$ cat src/hdl/rtc_ctrl_pkg.sv
// package: register map, field positions, reset values and carrier types of the rtc control slice
package rtc_ctrl_pkg;

  // register indices; byte address on the bus is four times the index
  localparam logic [4:0] IDX_FORMAT_WAKEUP = 5'h08;
  localparam logic [4:0] IDX_ENABLE        = 5'h09;
  localparam logic [4:0] IDX_OUTPUT_HOUR   = 5'h0A;
  localparam logic [4:0] IDX_INIT_STATUS   = 5'h0C;
  localparam logic [4:0] IDX_EVENT_FLAG    = 5'h0D;
  localparam logic [4:0] IDX_SYNC_DIV_HIGH = 5'h10;
  localparam logic [4:0] IDX_CALIB_LOW     = 5'h13;
  localparam logic [4:0] IDX_SHIFT_LOW     = 5'h1B;

  // reset values
  localparam logic [7:0] RST_FORMAT_WAKEUP = 8'h00;
  localparam logic [7:0] RST_ENABLE        = 8'h00;
  localparam logic [7:0] RST_OUTPUT_HOUR   = 8'h00;
  localparam logic [7:0] RST_EVENT_FLAG    = 8'h00;
  localparam logic [6:0] RST_SYNC_DIV_HIGH = 7'h00;

  // field positions shared by the control registers
  localparam int BIT_HOUR_FORMAT  = 6;
  localparam int BIT_RATIO        = 5;
  localparam int BIT_BYPASS       = 4;
  localparam int BIT_WAKEUP_IE    = 6;
  localparam int BIT_ALARM_IE     = 4;
  localparam int BIT_WAKEUP_EN    = 2;
  localparam int BIT_ALARM_EN     = 0;
  localparam int BIT_CAL_OUT_EN   = 7;
  localparam int BIT_POLARITY     = 4;
  localparam int BIT_CAL_FREQ     = 3;
  localparam int BIT_DST_MEMO     = 2;
  localparam int BIT_SUB_HOUR     = 1;
  localparam int BIT_ADD_HOUR     = 0;
  localparam int BIT_INIT         = 7;
  localparam int BIT_SHADOW_SYNC  = 5;

  // alarm pin routing codes
  localparam logic [1:0] PIN_SEL_OFF    = 2'h0;
  localparam logic [1:0] PIN_SEL_ALARM  = 2'h1;
  localparam logic [1:0] PIN_SEL_WAKEUP = 2'h3;

  // cycles between a write of 0 to an event flag and the flag dropping
  localparam int CLEAR_DELAY_CYCLES = 2;

  // synchroniser lanes: toggles first, then levels
  localparam int S_SHADOW  = 0;
  localparam int S_WAKEUP  = 1;
  localparam int S_ALARM   = 2;
  localparam int S_SHIFT   = 3;
  localparam int S_RECAL   = 4;
  localparam int S_TAMPER  = 5;
  localparam int S_YEAR    = 8;
  localparam int S_STOPPED = 9;
  localparam int S_WSTOP   = 10;
  localparam int S_HOUR    = 11;
  localparam int S_C512    = 12;
  localparam int S_C1      = 13;
  localparam int EVENT_W   = 8;
  localparam int SYNC_W    = 14;

  // control settings handed to the counter and wakeup units
  typedef struct packed {
    logic       hour_format_sel;
    logic       ratio;
    logic       shadow_bypass;
    logic [2:0] wakeup_clock_select;
    logic       wakeup_timer_enable;
    logic       alarm_enable;
    logic       daylight_saving_memo;
  } ctrl_out_t;

  // decoded wakeup clock source
  typedef struct packed {
    logic       one_second;
    logic       reload_extend;
    logic [4:0] divisor;
  } wakeup_clk_t;

endpackage

$ cat src/hdl/rtc_control_status_regs.sv
// rtc control and status register slice with avalon-mm slave port
// Operation
// - hour format bit: 0 is 24h, 1 AM/PM
// - bypass bit picks shadow or live calendar
// - wakeup select: dividers, one-second, extended reload
// - hour format writable only while init ready
// - wakeup select writable when disabled and permitted
// - enable bits at 6,4,2,0, odd bits zero
// - pin select routes none, alarm or wakeup
// - polarity bit inverts the alarm pin
// - calibration enable drives pin, 512 or 1 Hz
// - subtract hour outside init unless hour zero
// - add hour outside init, reads zero
// - init bit stops counters, raises ready flag
// - shadow sync flag set per copy, cleared
// - calendar initialized flag mirrors year nonzero
// - shift pending set on shift write, hardware-cleared
// - write permission flags after enables cleared; alarm flag is held set while ALARM_WF_ALWAYS is 1, the default
// - recalibration pending set on calibration write
// - wakeup flag set at zero, cleared by 0
// - alarm flag on match, clears two cycles later
// - alarm, wakeup and tamper share one interrupt
//
// Local design decision: the Avalon-MM register port.
`timescale 1ns/10ps
`default_nettype none
module rtc_control_status_regs
#(
  parameter bit ALARM_WF_ALWAYS = 1'b1      // variant with alarm write flag held set
)
(
  input  wire logic                      CLK,                 // system clock, 50 MHz
  input  wire logic                      RESET_N,             // power-on reset, active low
  input  wire logic [7:0]                ADDRESS,             // byte address
  input  wire logic                      READ,                // read request
  input  wire logic                      WRITE,               // write request
  input  wire logic [31:0]               WRITEDATA,           // write data, low byte used
  input  wire logic [3:0]                BYTEENABLE,          // byte lanes, lane 0 used
  output logic [31:0]                    READDATA,            // read data
  output logic                           WAITREQUEST,         // slave stall
  output logic [1:0]                     RESPONSE,            // okay or decode error
  input  wire logic                      WRITE_UNLOCK,        // key logic opened protection
  input  wire logic                      TAMPER_INT_ENABLE,   // tamper interrupt enable
  input  wire logic                      SHADOW_COPY_TOGGLE,  // calendar copied to shadow
  input  wire logic                      WAKEUP_ZERO_TOGGLE,  // wakeup counter reached zero
  input  wire logic                      ALARM_MATCH_TOGGLE,  // alarm comparator matched
  input  wire logic                      SHIFT_DONE_TOGGLE,   // shift unit finished
  input  wire logic                      RECAL_DONE_TOGGLE,   // new calibration applied
  input  wire logic [2:0]                TAMPER_TOGGLE,       // tamper detections 1..3
  input  wire logic                      YEAR_NONZERO,        // calendar year field not zero
  input  wire logic                      COUNTERS_STOPPED,    // calendar halted for init
  input  wire logic                      WAKEUP_STOPPED,      // wakeup counter idle
  input  wire logic                      HOUR_NONZERO,        // current hour not zero
  input  wire logic                      CAL_CLOCK_512,       // 512 Hz calibration source
  input  wire logic                      CAL_CLOCK_1,         // 1 Hz calibration source
  output rtc_ctrl_pkg::ctrl_out_t        CTRL,                // settings for counter units
  output rtc_ctrl_pkg::wakeup_clk_t      WAKEUP_CLK,          // decoded wakeup clock source
  output logic                           COUNTERS_RUN,        // calendar may count
  output logic                           ADD_HOUR_PULSE,      // one hour forward
  output logic                           SUB_HOUR_PULSE,      // one hour back
  output logic                           SHIFT_START,         // shift low byte written
  output logic [7:0]                     SHIFT_LOW_DATA,      // shift low byte
  output logic                           RECAL_START,         // calibration low byte written
  output logic [7:0]                     CALIB_LOW_DATA,      // calibration low byte
  output logic [6:0]                     SYNC_DIVIDER_HIGH,   // sync divider upper bits
  output logic                           ALARM_PIN,           // routed alarm or wakeup flag
  output logic                           CALIBRATION_CLOCK_PIN, // calibration clock out
  output logic                           IRQ                  // combined interrupt request
);
  import rtc_ctrl_pkg::*;

  // does the bus address hit a given register index
  function automatic logic hit(input logic [7:0] addr, input logic [4:0] idx);
    hit = (addr[7:2] == {1'b0, idx});
  endfunction

  // wakeup clock code to clock source
  function automatic wakeup_clk_t decode_wakeup(input logic [2:0] code);
    decode_wakeup.one_second    = code[2];
    decode_wakeup.reload_extend = code[2] & code[1];
    case (code[1:0])
      2'h0:    decode_wakeup.divisor = 5'h10;
      2'h1:    decode_wakeup.divisor = 5'h08;
      2'h2:    decode_wakeup.divisor = 5'h04;
      default: decode_wakeup.divisor = 5'h02;
    endcase
    if (code[2])
    begin
      decode_wakeup.divisor = 5'h00;
    end
  endfunction

  logic [SYNC_W-1:0]  sync_a;
  logic [SYNC_W-1:0]  sync_b;
  logic [SYNC_W-1:0]  sync_in;
  logic [EVENT_W-1:0] sync_c;
  logic [EVENT_W-1:0] evt;
  logic               wait_q;
  logic               req;
  logic               wr;
  logic [7:0]         wdat;
  logic               wr_prot;
  logic               init_bit;
  logic               initialization_ready_flag;
  logic               shadow_synchronized_flag;
  logic               shift_pending_flag;
  logic               recalibration_pending_flag;
  logic               wakeup_write_permission_flag;
  logic               alarm_write_permission_flag;
  logic               calendar_initialized_flag;
  logic               wakeup_ie;
  logic               alarm_ie;
  logic               cal_out_en;
  logic [1:0]         pin_sel;
  logic               pin_pol;
  logic               cal_freq;
  logic [4:0]         flags;
  logic [4:0]         clr_d1;
  logic [4:0]         clr_d2;
  logic [4:0]         next_flags;
  logic [7:0]         rd_byte;
  logic               rd_mapped;

  // lane order follows the S_ indices; tamper bit 0 lands on lane S_TAMPER
  assign sync_in = {CAL_CLOCK_1, CAL_CLOCK_512, HOUR_NONZERO, WAKEUP_STOPPED,
                    COUNTERS_STOPPED, YEAR_NONZERO, TAMPER_TOGGLE, RECAL_DONE_TOGGLE,
                    SHIFT_DONE_TOGGLE, ALARM_MATCH_TOGGLE, WAKEUP_ZERO_TOGGLE,
                    SHADOW_COPY_TOGGLE};

  // kernel-side inputs cross on two flops; the first stage feeds only the second
  generate
    for (genvar i = 0; i < SYNC_W; i++)
    begin : g_sync
      always_ff @(posedge CLK or negedge RESET_N)
      begin
        if (!RESET_N)
        begin
          sync_a[i] <= 1'b0;
          sync_b[i] <= 1'b0;
        end
        else
        begin
          sync_a[i] <= sync_in[i];
          sync_b[i] <= sync_a[i];
        end
      end
    end
  endgenerate

  // toggle lanes turn into one-cycle event pulses
  always_ff @(posedge CLK or negedge RESET_N)
  begin
    if (!RESET_N)
      sync_c <= '0;
    else
      sync_c <= sync_b[EVENT_W-1:0];
  end
  assign evt = sync_b[EVENT_W-1:0] ^ sync_c;

  // one wait state per access: data is set up while waitrequest is high
  assign req     = READ | WRITE;
  assign wdat    = WRITEDATA[7:0];
  assign wr      = WRITE & ~wait_q & BYTEENABLE[0];
  assign wr_prot = wr & WRITE_UNLOCK;

  always_ff @(posedge CLK or negedge RESET_N)
  begin
    if (!RESET_N)
      wait_q <= 1'b1;
    else
      wait_q <= ~(req & wait_q);
  end
  assign WAITREQUEST = wait_q;

  // read data and response are captured on the stall cycle and held
  always_ff @(posedge CLK or negedge RESET_N)
  begin
    if (!RESET_N)
    begin
      READDATA <= 32'h00000000;
      RESPONSE <= 2'h0;
    end
    else if (req && wait_q)
    begin
      READDATA <= READ ? {24'h000000, rd_byte} : 32'h00000000;
      RESPONSE <= rd_mapped ? 2'h0 : 2'h3;
    end
  end

  // format and wakeup clock register
  always_ff @(posedge CLK or negedge RESET_N)
  begin
    if (!RESET_N)
    begin
      CTRL.hour_format_sel     <= RST_FORMAT_WAKEUP[BIT_HOUR_FORMAT];
      CTRL.ratio               <= RST_FORMAT_WAKEUP[BIT_RATIO];
      CTRL.shadow_bypass       <= RST_FORMAT_WAKEUP[BIT_BYPASS];
      CTRL.wakeup_clock_select <= RST_FORMAT_WAKEUP[2:0];
    end
    else if (wr_prot && hit(ADDRESS, IDX_FORMAT_WAKEUP))
    begin
      if (initialization_ready_flag)
        CTRL.hour_format_sel <= wdat[BIT_HOUR_FORMAT];
      CTRL.ratio         <= wdat[BIT_RATIO];
      CTRL.shadow_bypass <= wdat[BIT_BYPASS];
      if (!CTRL.wakeup_timer_enable && wakeup_write_permission_flag)
        CTRL.wakeup_clock_select <= wdat[2:0];
    end
  end

  // decoded wakeup source follows the select one cycle later
  always_ff @(posedge CLK or negedge RESET_N)
  begin
    if (!RESET_N)
      WAKEUP_CLK <= decode_wakeup(RST_FORMAT_WAKEUP[2:0]);
    else
      WAKEUP_CLK <= decode_wakeup(CTRL.wakeup_clock_select);
  end

  // enable register
  always_ff @(posedge CLK or negedge RESET_N)
  begin
    if (!RESET_N)
    begin
      wakeup_ie                <= RST_ENABLE[BIT_WAKEUP_IE];
      alarm_ie                 <= RST_ENABLE[BIT_ALARM_IE];
      CTRL.wakeup_timer_enable <= RST_ENABLE[BIT_WAKEUP_EN];
      CTRL.alarm_enable        <= RST_ENABLE[BIT_ALARM_EN];
    end
    else if (wr_prot && hit(ADDRESS, IDX_ENABLE))
    begin
      wakeup_ie                <= wdat[BIT_WAKEUP_IE];
      alarm_ie                 <= wdat[BIT_ALARM_IE];
      CTRL.wakeup_timer_enable <= wdat[BIT_WAKEUP_EN];
      CTRL.alarm_enable        <= wdat[BIT_ALARM_EN];
    end
  end

  // output and hour adjust register; hour pulses last one cycle
  always_ff @(posedge CLK or negedge RESET_N)
  begin
    if (!RESET_N)
    begin
      cal_out_en                <= RST_OUTPUT_HOUR[BIT_CAL_OUT_EN];
      pin_sel                   <= RST_OUTPUT_HOUR[6:5];
      pin_pol                   <= RST_OUTPUT_HOUR[BIT_POLARITY];
      cal_freq                  <= RST_OUTPUT_HOUR[BIT_CAL_FREQ];
      CTRL.daylight_saving_memo <= RST_OUTPUT_HOUR[BIT_DST_MEMO];
      ADD_HOUR_PULSE            <= 1'b0;
      SUB_HOUR_PULSE            <= 1'b0;
    end
    else
    begin
      ADD_HOUR_PULSE <= 1'b0;
      SUB_HOUR_PULSE <= 1'b0;
      if (wr_prot && hit(ADDRESS, IDX_OUTPUT_HOUR))
      begin
        cal_out_en                <= wdat[BIT_CAL_OUT_EN];
        pin_sel                   <= wdat[6:5];
        pin_pol                   <= wdat[BIT_POLARITY];
        cal_freq                  <= wdat[BIT_CAL_FREQ];
        CTRL.daylight_saving_memo <= wdat[BIT_DST_MEMO];
        // software must keep the adjustment inside the current day
        ADD_HOUR_PULSE <= wdat[BIT_ADD_HOUR] & ~init_bit & ~initialization_ready_flag;
        SUB_HOUR_PULSE <= wdat[BIT_SUB_HOUR] & ~init_bit & ~initialization_ready_flag
                          & sync_b[S_HOUR];
      end
    end
  end

  // init request and shadow sync flag; a copy beats a write of 0 but not the clear while init is ready
  always_ff @(posedge CLK or negedge RESET_N)
  begin
    if (!RESET_N)
    begin
      init_bit     <= 1'b0;
      COUNTERS_RUN <= 1'b1;
      shadow_synchronized_flag          <= 1'b0;
    end
    else
    begin
      if (wr_prot && hit(ADDRESS, IDX_INIT_STATUS))
      begin
        init_bit     <= wdat[BIT_INIT];
        COUNTERS_RUN <= ~wdat[BIT_INIT];
      end
      if (initialization_ready_flag)
        shadow_synchronized_flag <= 1'b0;
      else if (evt[S_SHADOW])
        shadow_synchronized_flag <= 1'b1;
      else if (wr_prot && hit(ADDRESS, IDX_INIT_STATUS) && !wdat[BIT_SHADOW_SYNC])
        shadow_synchronized_flag <= 1'b0;
    end
  end

  // status flags that hardware derives from the units
  always_ff @(posedge CLK or negedge RESET_N)
  begin
    if (!RESET_N)
    begin
      initialization_ready_flag  <= 1'b0;
      wakeup_write_permission_flag  <= 1'b0;
      alarm_write_permission_flag <= 1'b0;
      calendar_initialized_flag  <= 1'b0;
    end
    else
    begin
      initialization_ready_flag  <= init_bit & sync_b[S_STOPPED];
      wakeup_write_permission_flag  <= ~CTRL.wakeup_timer_enable & sync_b[S_WSTOP];
      alarm_write_permission_flag <= ALARM_WF_ALWAYS | ~CTRL.alarm_enable;
      calendar_initialized_flag  <= sync_b[S_YEAR];
    end
  end

  // shift request; a pending shift locks out further shift writes
  always_ff @(posedge CLK or negedge RESET_N)
  begin
    if (!RESET_N)
    begin
      shift_pending_flag           <= 1'b0;
      SHIFT_START    <= 1'b0;
      SHIFT_LOW_DATA <= 8'h00;
    end
    else
    begin
      SHIFT_START <= 1'b0;
      if (wr_prot && hit(ADDRESS, IDX_SHIFT_LOW) && !shift_pending_flag)
      begin
        shift_pending_flag           <= 1'b1;
        SHIFT_START    <= 1'b1;
        SHIFT_LOW_DATA <= wdat;
      end
      else if (evt[S_SHIFT])
        shift_pending_flag <= 1'b0;
    end
  end

  // recalibration request; blocked while the previous one is pending
  always_ff @(posedge CLK or negedge RESET_N)
  begin
    if (!RESET_N)
    begin
      recalibration_pending_flag        <= 1'b0;
      RECAL_START    <= 1'b0;
      CALIB_LOW_DATA <= 8'h00;
    end
    else
    begin
      RECAL_START <= 1'b0;
      if (wr_prot && hit(ADDRESS, IDX_CALIB_LOW) && !recalibration_pending_flag)
      begin
        recalibration_pending_flag        <= 1'b1;
        RECAL_START    <= 1'b1;
        CALIB_LOW_DATA <= wdat;
      end
      else if (evt[S_RECAL])
        recalibration_pending_flag <= 1'b0;
    end
  end

  // synchronous divider high part, writable only while init is ready
  always_ff @(posedge CLK or negedge RESET_N)
  begin
    if (!RESET_N)
      SYNC_DIVIDER_HIGH <= RST_SYNC_DIV_HIGH;
    else if (wr_prot && initialization_ready_flag && hit(ADDRESS, IDX_SYNC_DIV_HIGH))
      SYNC_DIVIDER_HIGH <= wdat[6:0];
  end

  // event flags {tamper3..1, wakeup, alarm}: writing 0 clears two cycles later
  always_ff @(posedge CLK or negedge RESET_N)
  begin
    if (!RESET_N)
    begin
      clr_d1 <= 5'h00;
      clr_d2 <= 5'h00;
    end
    else
    begin
      clr_d1 <= (wr && hit(ADDRESS, IDX_EVENT_FLAG)) ?
                ~{wdat[7:5], wdat[2], wdat[0]} : 5'h00;
      clr_d2 <= clr_d1;
    end
  end

  // set beats a clear landing in the same cycle
  always_comb
  begin
    next_flags = flags & ~clr_d2;
    next_flags = next_flags | {evt[S_TAMPER+2], evt[S_TAMPER+1], evt[S_TAMPER],
                               evt[S_WAKEUP], evt[S_ALARM]};
  end

  always_ff @(posedge CLK or negedge RESET_N)
  begin
    if (!RESET_N)
      flags <= RST_EVENT_FLAG[4:0];
    else
      flags <= next_flags;
  end

  // pins and interrupt; the disabled pin rests at the inactive level
  always_ff @(posedge CLK or negedge RESET_N)
  begin
    if (!RESET_N)
    begin
      ALARM_PIN             <= 1'b0;
      CALIBRATION_CLOCK_PIN <= 1'b0;
      IRQ                   <= 1'b0;
    end
    else
    begin
      ALARM_PIN <= pin_pol ^ ((pin_sel == PIN_SEL_ALARM  && flags[0]) ||
                              (pin_sel == PIN_SEL_WAKEUP && flags[1]));
      CALIBRATION_CLOCK_PIN <= cal_out_en &
                               (cal_freq ? sync_b[S_C1] : sync_b[S_C512]);
      IRQ <= (flags[0] & alarm_ie) | (flags[1] & wakeup_ie)
             | (|flags[4:2] & TAMPER_INT_ENABLE);
    end
  end

  // read mux; odd enable bits and reserved bits read zero
  always_comb
  begin
    rd_byte   = 8'h00;
    rd_mapped = 1'b1;
    case (ADDRESS[7:2])
      {1'b0, IDX_FORMAT_WAKEUP}:
        rd_byte = {1'b0, CTRL.hour_format_sel, CTRL.ratio, CTRL.shadow_bypass,
                   1'b0, CTRL.wakeup_clock_select};
      {1'b0, IDX_ENABLE}:
        rd_byte = {1'b0, wakeup_ie, 1'b0, alarm_ie, 1'b0,
                   CTRL.wakeup_timer_enable, 1'b0, CTRL.alarm_enable};
      {1'b0, IDX_OUTPUT_HOUR}:
        rd_byte = {cal_out_en, pin_sel, pin_pol, cal_freq,
                   CTRL.daylight_saving_memo, 2'h0};
      {1'b0, IDX_INIT_STATUS}:
        rd_byte = {init_bit, initialization_ready_flag, shadow_synchronized_flag, calendar_initialized_flag, shift_pending_flag, wakeup_write_permission_flag, recalibration_pending_flag, alarm_write_permission_flag};
      {1'b0, IDX_EVENT_FLAG}:
        rd_byte = {flags[4:2], 2'h0, flags[1], 1'b0, flags[0]};
      {1'b0, IDX_SYNC_DIV_HIGH}:
        rd_byte = {1'b0, SYNC_DIVIDER_HIGH};
      {1'b0, IDX_SHIFT_LOW},
      {1'b0, IDX_CALIB_LOW}:
        rd_byte = 8'h00;
      default:
        rd_mapped = 1'b0;
    endcase
  end

endmodule
`default_nettype wire

$ cat config.mk
export PLATFORM = sky130hd
export DESIGN_NAME = rtc_control_status_regs
export DESIGN_NICKNAME = d
export VERILOG_FILES = /design/src/hdl/rtc_ctrl_pkg.sv /design/src/hdl/rtc_control_status_regs.sv
export SDC_FILE = /design/constraint.sdc
export NUM_CORES = 1
export LEC_CHECK = 0
export BUFFER_PORTS_ARGS = -buffer_cell sky130_fd_sc_hd__buf_2
export CAP_MARGIN = 20
export CORE_UTILIZATION = 35
export CTS_CLUSTER_SIZE = 8
export DETAILED_ROUTE_END_ITERATION = 10
export PLACE_DENSITY = 0.66
export SLEW_MARGIN = 20
export SYNTH_ARGS = -nofsm -noshare
export SYNTH_HDL_FRONTEND = slang
export SYNTH_SLANG_ARGS = --single-unit
export TNS_END_PERCENT = 100
$ cat constraint.sdc
create_clock -name CLK -period 1.68 [get_ports CLK]
set_input_delay 0.336 -clock CLK [delete_from_list [all_inputs] [get_ports CLK]]
set_output_delay 0.336 -clock CLK [all_outputs]
set_load 0.01 [all_outputs]
* Word level (Yosys, flattened, before mapping) *
Cells that the tools add are included.

cells by class
  $add $sub $neg = 0
  multiply operators = 0
  divide/modulo/power cells = 0
  magnitude comparators = 0
  equal/unequal tests = 12
  shift-type cells = 0
  mux-type cells = 19
  bitwise gates (word level) = 31
  reduce and logical (&&, ||, !) cells = 29

operators with widths
  kind                                                             count
  8-bit one-hot mux with 6 select lines                            1
  6-bit by 4-bit == test with 1-bit output, second input constant  5
  6-bit by 5-bit == test with 1-bit output, second input constant  3
  1-bit AND                                                        16
  1-bit logical AND                                                16
  5-bit one-hot mux with 3 select lines                            1
  1-bit 2-to-1 mux                                                 13
  5-bit 2-to-1 mux                                                 2
  5-bit NOT                                                        2
  8-bit 2-to-1 mux                                                 1
  8-bit OR reduction                                               1
  8-bit XOR                                                        1
  1-bit NOT                                                        6
  5-bit AND                                                        1
  5-bit bitwise OR                                                 1
  2-bit by 1-bit == test with 1-bit output, second input constant  2
  2-bit == test, second input constant                             2
  1-bit logical NOT                                                4
  2-bit AND reduction                                              2
  2-bit nonzero test                                               2
  1-bit bitwise OR                                                 3
  3-bit nonzero test                                               1
  3-bit OR reduction                                               1
  2-bit logical NOT                                                1
  3 further kinds                                                  3

word-level totals
  register bits after elaboration = 148
  latch bits = 0
  memory bits (writable) = 0
  memory bits (read-only) = 0
  input bits = 64
  output and inout port bits = 82
  word-level logic and storage cells = 161
  memories = 0

* Logic depth before layout (Yosys ltp) *
  depth in word-level cells = 9
  mapped depth = 6
  depth with buffers taken out = 4

* Least setup slack after synthesis *
Ideal clock, no wire load.

  path kind = in2reg
  start = in ADDRESS[4]
  end = reg CTRL[0] (netlist bit)
  library setup time = 0.125 ns
  data arrival time = 1.780 ns
  required time = 1.555 ns
  path slack = -0.225 ns
  stages = 6
  buffers on the path = 2
  cells stage by stage = buf_6 -> or4b_4 -> nor3b_2 -> and2_1 -> buf_6 -> mux2_4

on the way
  cells in the longest elaborated chain, start to end = 2

ends and longest elaborated chain
  what                                      RTL line                        text
  from (decl)                               rtc_control_status_regs.sv:34   input wire logic [7:0] ADDRESS,
  6-bit by 4-bit == test with 1-bit output  rtc_control_status_regs.sv:74   hit = (addr[7:2] == {1'b0, idx});
  1-bit logical AND                         rtc_control_status_regs.sv:256  if (wr_prot && hit(ADDRESS, IDX_OUTPUT_HOUR))
  to (decl)                                 rtc_control_status_regs.sv:56   output rtc_ctrl_pkg::ctrl_out_t CTRL,

No other way between the ends.
A chain may end at the register's enable or synchronous reset.

* Worst setup path after layout *
  start = reg wait_q, in the netlist WAITREQUEST
  end = reg CALIB_LOW_DATA[2]

on the way
  cells in the longest elaborated chain, start to end = 6

ends and longest elaborated chain
  what                             RTL line                        text
  from (decl)                      rtc_control_status_regs.sv:98   logic wait_q;
  from (signal assigned)           rtc_control_status_regs.sv:171  wait_q <= ~(req & wait_q);
  1-bit NOT                        rtc_control_status_regs.sv:163  assign wr = WRITE & ~wait_q & BYTEENABLE[0];
  1-bit AND (2 in series)          rtc_control_status_regs.sv:163
  1-bit AND                        rtc_control_status_regs.sv:164  assign wr_prot = wr & WRITE_UNLOCK;
  1-bit logical AND (2 in series)  rtc_control_status_regs.sv:350  if (wr_prot && hit(ADDRESS, IDX_CALIB_LOW) && !recalibration_pending_flag)
  to (signal assigned)             rtc_control_status_regs.sv:354  CALIB_LOW_DATA <= wdat;
  to (decl)                        rtc_control_status_regs.sv:64   output logic [7:0] CALIB_LOW_DATA,

No other way between the ends.

==> results.py <==
metrics = {
    "timing": {
        "setup_viol": 16,
        "fin_skew_ns": 0.007932,
        "relSlewSlack_pct": 62.66,
        "worst_slew_pin_slew_ns": 0.5564,
        "drv_slew": 0,
        "max_freq_mhz": 566.8,
        "finalCritPeriodShare_pct": 105.0,
        "worst_slack_ns": -0.08431,
        "hold_viol_final": 0,
        "rsz0062_at_grt": "true",
        "timing.final.crit_period_ns": 1.764,
    },
    "clocking": {
        "cts_root_buffer": "clkbuf_16",
        "numCtsBuffers": 17,
        "clock-sinks": 122,
        "clkLatencyLatePin_ns": 0.42,
        "cts.clk_slew.worst_paths_ns": 0.06,
        "cts_tree": "built",
        "cts_max_level": 4,
        "cts_buffer_depth": 2,
    },
    "routing": {
        "wl_met2_um": 5600,
        "wirelength_um": 11130,
        "viasPerCell": 4.738,
        "drtIter0Drc": 99,
        "vias": 3108,
        "dr_wl_met3_um": 560,
        "wl_per_cell_um": 16.96,
        "wl_met1_um": 4757,
        "dr.pass1.iters": 4,
        "highest_layer": "met4",
        "final_antenna_net_count": 0,
        "drc": 0,
    },
    "worst_hold_path": {
        "hp-class": "in2reg",
    },
    "power_and_ir_drop": {
        "p_total_mw": 7.137,
        "power_density_nw_per_um2": 1150,
        "cellLeakagePower_nw": 3.158,
        "ir_drop_uv": 707.9,
    },
    "run_status": {
        "outcome": "finished, violations left",
        "violations": "setup timing",
    },
    "floorplanning": {
        "die_w_um": 117.5,
        "initial_core_util_pct": 36.39,
        "core_area_um2": 12820,
        "die-area_um2": 13800,
        "dieHeight_um": 117.5,
        "num_io_pins": 146,
        "num_rows": 41,
    },
    "yosys": {
        "synth-seq-cells": 122,
        "synth_edf_count": 0,
        "syn_avg_cell_area_um2": 14.01,
        "synth-main-ff-cell": "dfrtp_1",
        "synthCells": 333,
        "ys_seq_area_share_pct": 65.50,
        "synthArstFlopShare_pct": 100.0,
        "ys_types": 47,
        "synth_area_um2": 4667,
        "ys.warnings.count": 0,
    },
    "setup_path": {
        "startpoint_type": "register",
        "critPathKind": "reg2reg",
        "cp.required_ns": 1.98,
        "arrival_ns": 2.06,
        "cp-end-kind": "register",
        "critPathMaxFanout": 5,
    },
    "global_route": {
        "grt_pass1_vias": 3194,
        "grt_start_max_net_pins": 33,
        "grt_antenna_before_repair": 0,
        "grt.total_usage_pct": 17.34,
        "overflow": 0,
        "grt_pass1_wl_um": 17690,
    },
    "finish": {
        "area_growth_pct": 33.00,
        "final_common_cell": "dfrtp_1",
        "final_cell_mix": "dfrtp_1, buf_2, buf_4, mux2_2, conb_1",
        "final_nets": 536,
        "layoutNonFillerInstCount": 656,
        "antenna_cells": 0,
        "finalCoreUtilization_pct": 48.40,
        "drive_above_1_share_pct": 45.25,
    },
    "placement": {
        "port_buffers": 91,
        "gp_congestion": 0.8808,
        "dp_cells": 620,
        "pre_cts_slack_ns": -0.3282,
        "hpwl_um": 7907,
    },
    "flow_run": {
        "drv_cap": 0,
    },
}
-- flip-flops by register name, indices dropped and copies added, names as in the netlist, 2 cells and up --
| register | cells |
|---|---|
| sync_a | 14 |
| clr_d2 | 5 |
| WAKEUP_CLK | 6 |
| SYNC_DIVIDER_HIGH | 7 |
| pin_sel | 2 |
| CALIB_LOW_DATA | 8 |
| sync_c | 8 |
| clr_d1 | 5 |
| READDATA | 8 |
| CTRL | 9 |
| sync_b | 14 |
| flags | 5 |
| SHIFT_LOW_DATA | 8 |
-- what timing repair did --
| action | in CTS | in global routing |
|---|---|---|
| setup buffers | 2 | 1 |
| gates resized for setup | 14 | 6 |
| endpoints found under the hold margin | 25 | 0 |
| hold buffers | 1 | 0 |
| pin swaps | 1 | 3 |
| setup endpoints to repair | 16 | 24 |
| cloned | 1 | 0 |
-- layout make-up --
| cell class | instances | area [um^2] |
|---|---|---|
| inverter | 6 | 22.52 |
| fill | 1180 | 6618 |
| multi-input combinational | 193 | 1491 |
| clock inverter | 14 | 171.4 |
| clock buffer | 17 | 425.4 |
| timing repair buffer | 132 | 824.5 |
| tap | 172 | 215.2 |
| sequential | 122 | 3057 |
-- Yosys cell counts, types with 3 or more instances --
master | number | area (um^2)
o21ai_0 | 17 | 85.08
a21oi_1 | 3 | 15.01
nand3b_1 | 5 | 37.54
mux2i_1 | 6 | 60.06
and2_1 | 3 | 18.77
mux2_2 | 38 | 427.9
clkbuf_1 | 4 | 15.01
nor2b_1 | 4 | 25.02
buf_4 | 26 | 195.2
dfstp_2 | 3 | 78.83
dfrtp_1 | 119 | 2978
a22oi_1 | 8 | 60.06
mux2_4 | 6 | 90.09
nand2_1 | 18 | 67.56
a221oi_1 | 3 | 26.28
buf_2 | 4 | 20.02
nor2_1 | 10 | 37.54
xnor2_1 | 9 | 78.83
inv_1 | 6 | 22.52
nor3_1 | 5 | 25.02
-- kinds of logic after synthesis --
group / count (synthesis) / synth area share [%]
buf+inv: 42 / 5.898
xor+xnor: 9 / 1.689
compound gates: 39 / 5.389
other cells: 2 / 0.1609
mux: 50 / 12.39
simple gates: 69 / 8.981
flops: 122 / 65.50
-- worst max-delay path: stages (launching register included) --
cell and delay (ns):
dfstp_2 0.36, nand4b_1 0.17, buf_6 0.15, or4_4 0.52, buf_6 0.17, mux2_2 0.28
-- through the flow --
step / area (um^2) / TNS [ns] / hold WS [ns]
3_5_place_dp: 5493 / -9.833 / 0.3226
5_1_grt: 6207 / -1.919 / 0.005552
2_1_floorplan: 4762 / -1.472 / 0.04041
4_1_cts: 6176 / -1.366 / 0.007079
3_3_place_gp: 5493 / -9.490 / 0.3209
6_report: 6207 / -1.015 / 0.02628
-- layer usage --
layer	global-route usage (%)	vias to the layer above
met5	0	-
met2	29.07	111
li1	-	1396
met1	20.71	1585
met3	4.893	16
met4	7.772	0
-- report_power, final --
part | internal [mW] | total, mW | switching (mW)
Clock | 2.33 | 3.63 | 1.31
Sequential | 3.03 | 3.08 | 0.0467
Combinational | 0.179 | 0.423 | 0.244
-- final timing paths --
path	end	slack, ns	from	depth (start not counted)
max in group asynchronous	COUNTERS_RUN$_DFFE_PN1N_	0.67	RESET_N	3
min in group asynchronous	flags[1]$_DFF_PN0_	0.41	RESET_N	2
setup / recovery	CALIB_LOW_DATA[2]$_DFFE_PN0P_	-0.08	WAITREQUEST$_DFF_PN1_	5
hold reg to reg	sync_b[5]$_DFF_PN0_	0.35	sync_a[5]$_DFF_PN0_	0
hold / removal	sync_a[9]$_DFF_PN0_	0.03	COUNTERS_STOPPED	1
setup reg to reg	CALIB_LOW_DATA[2]$_DFFE_PN0P_	-0.08	WAITREQUEST$_DFF_PN1_	5
Note: power is estimated with default switching activity, not from simulation.
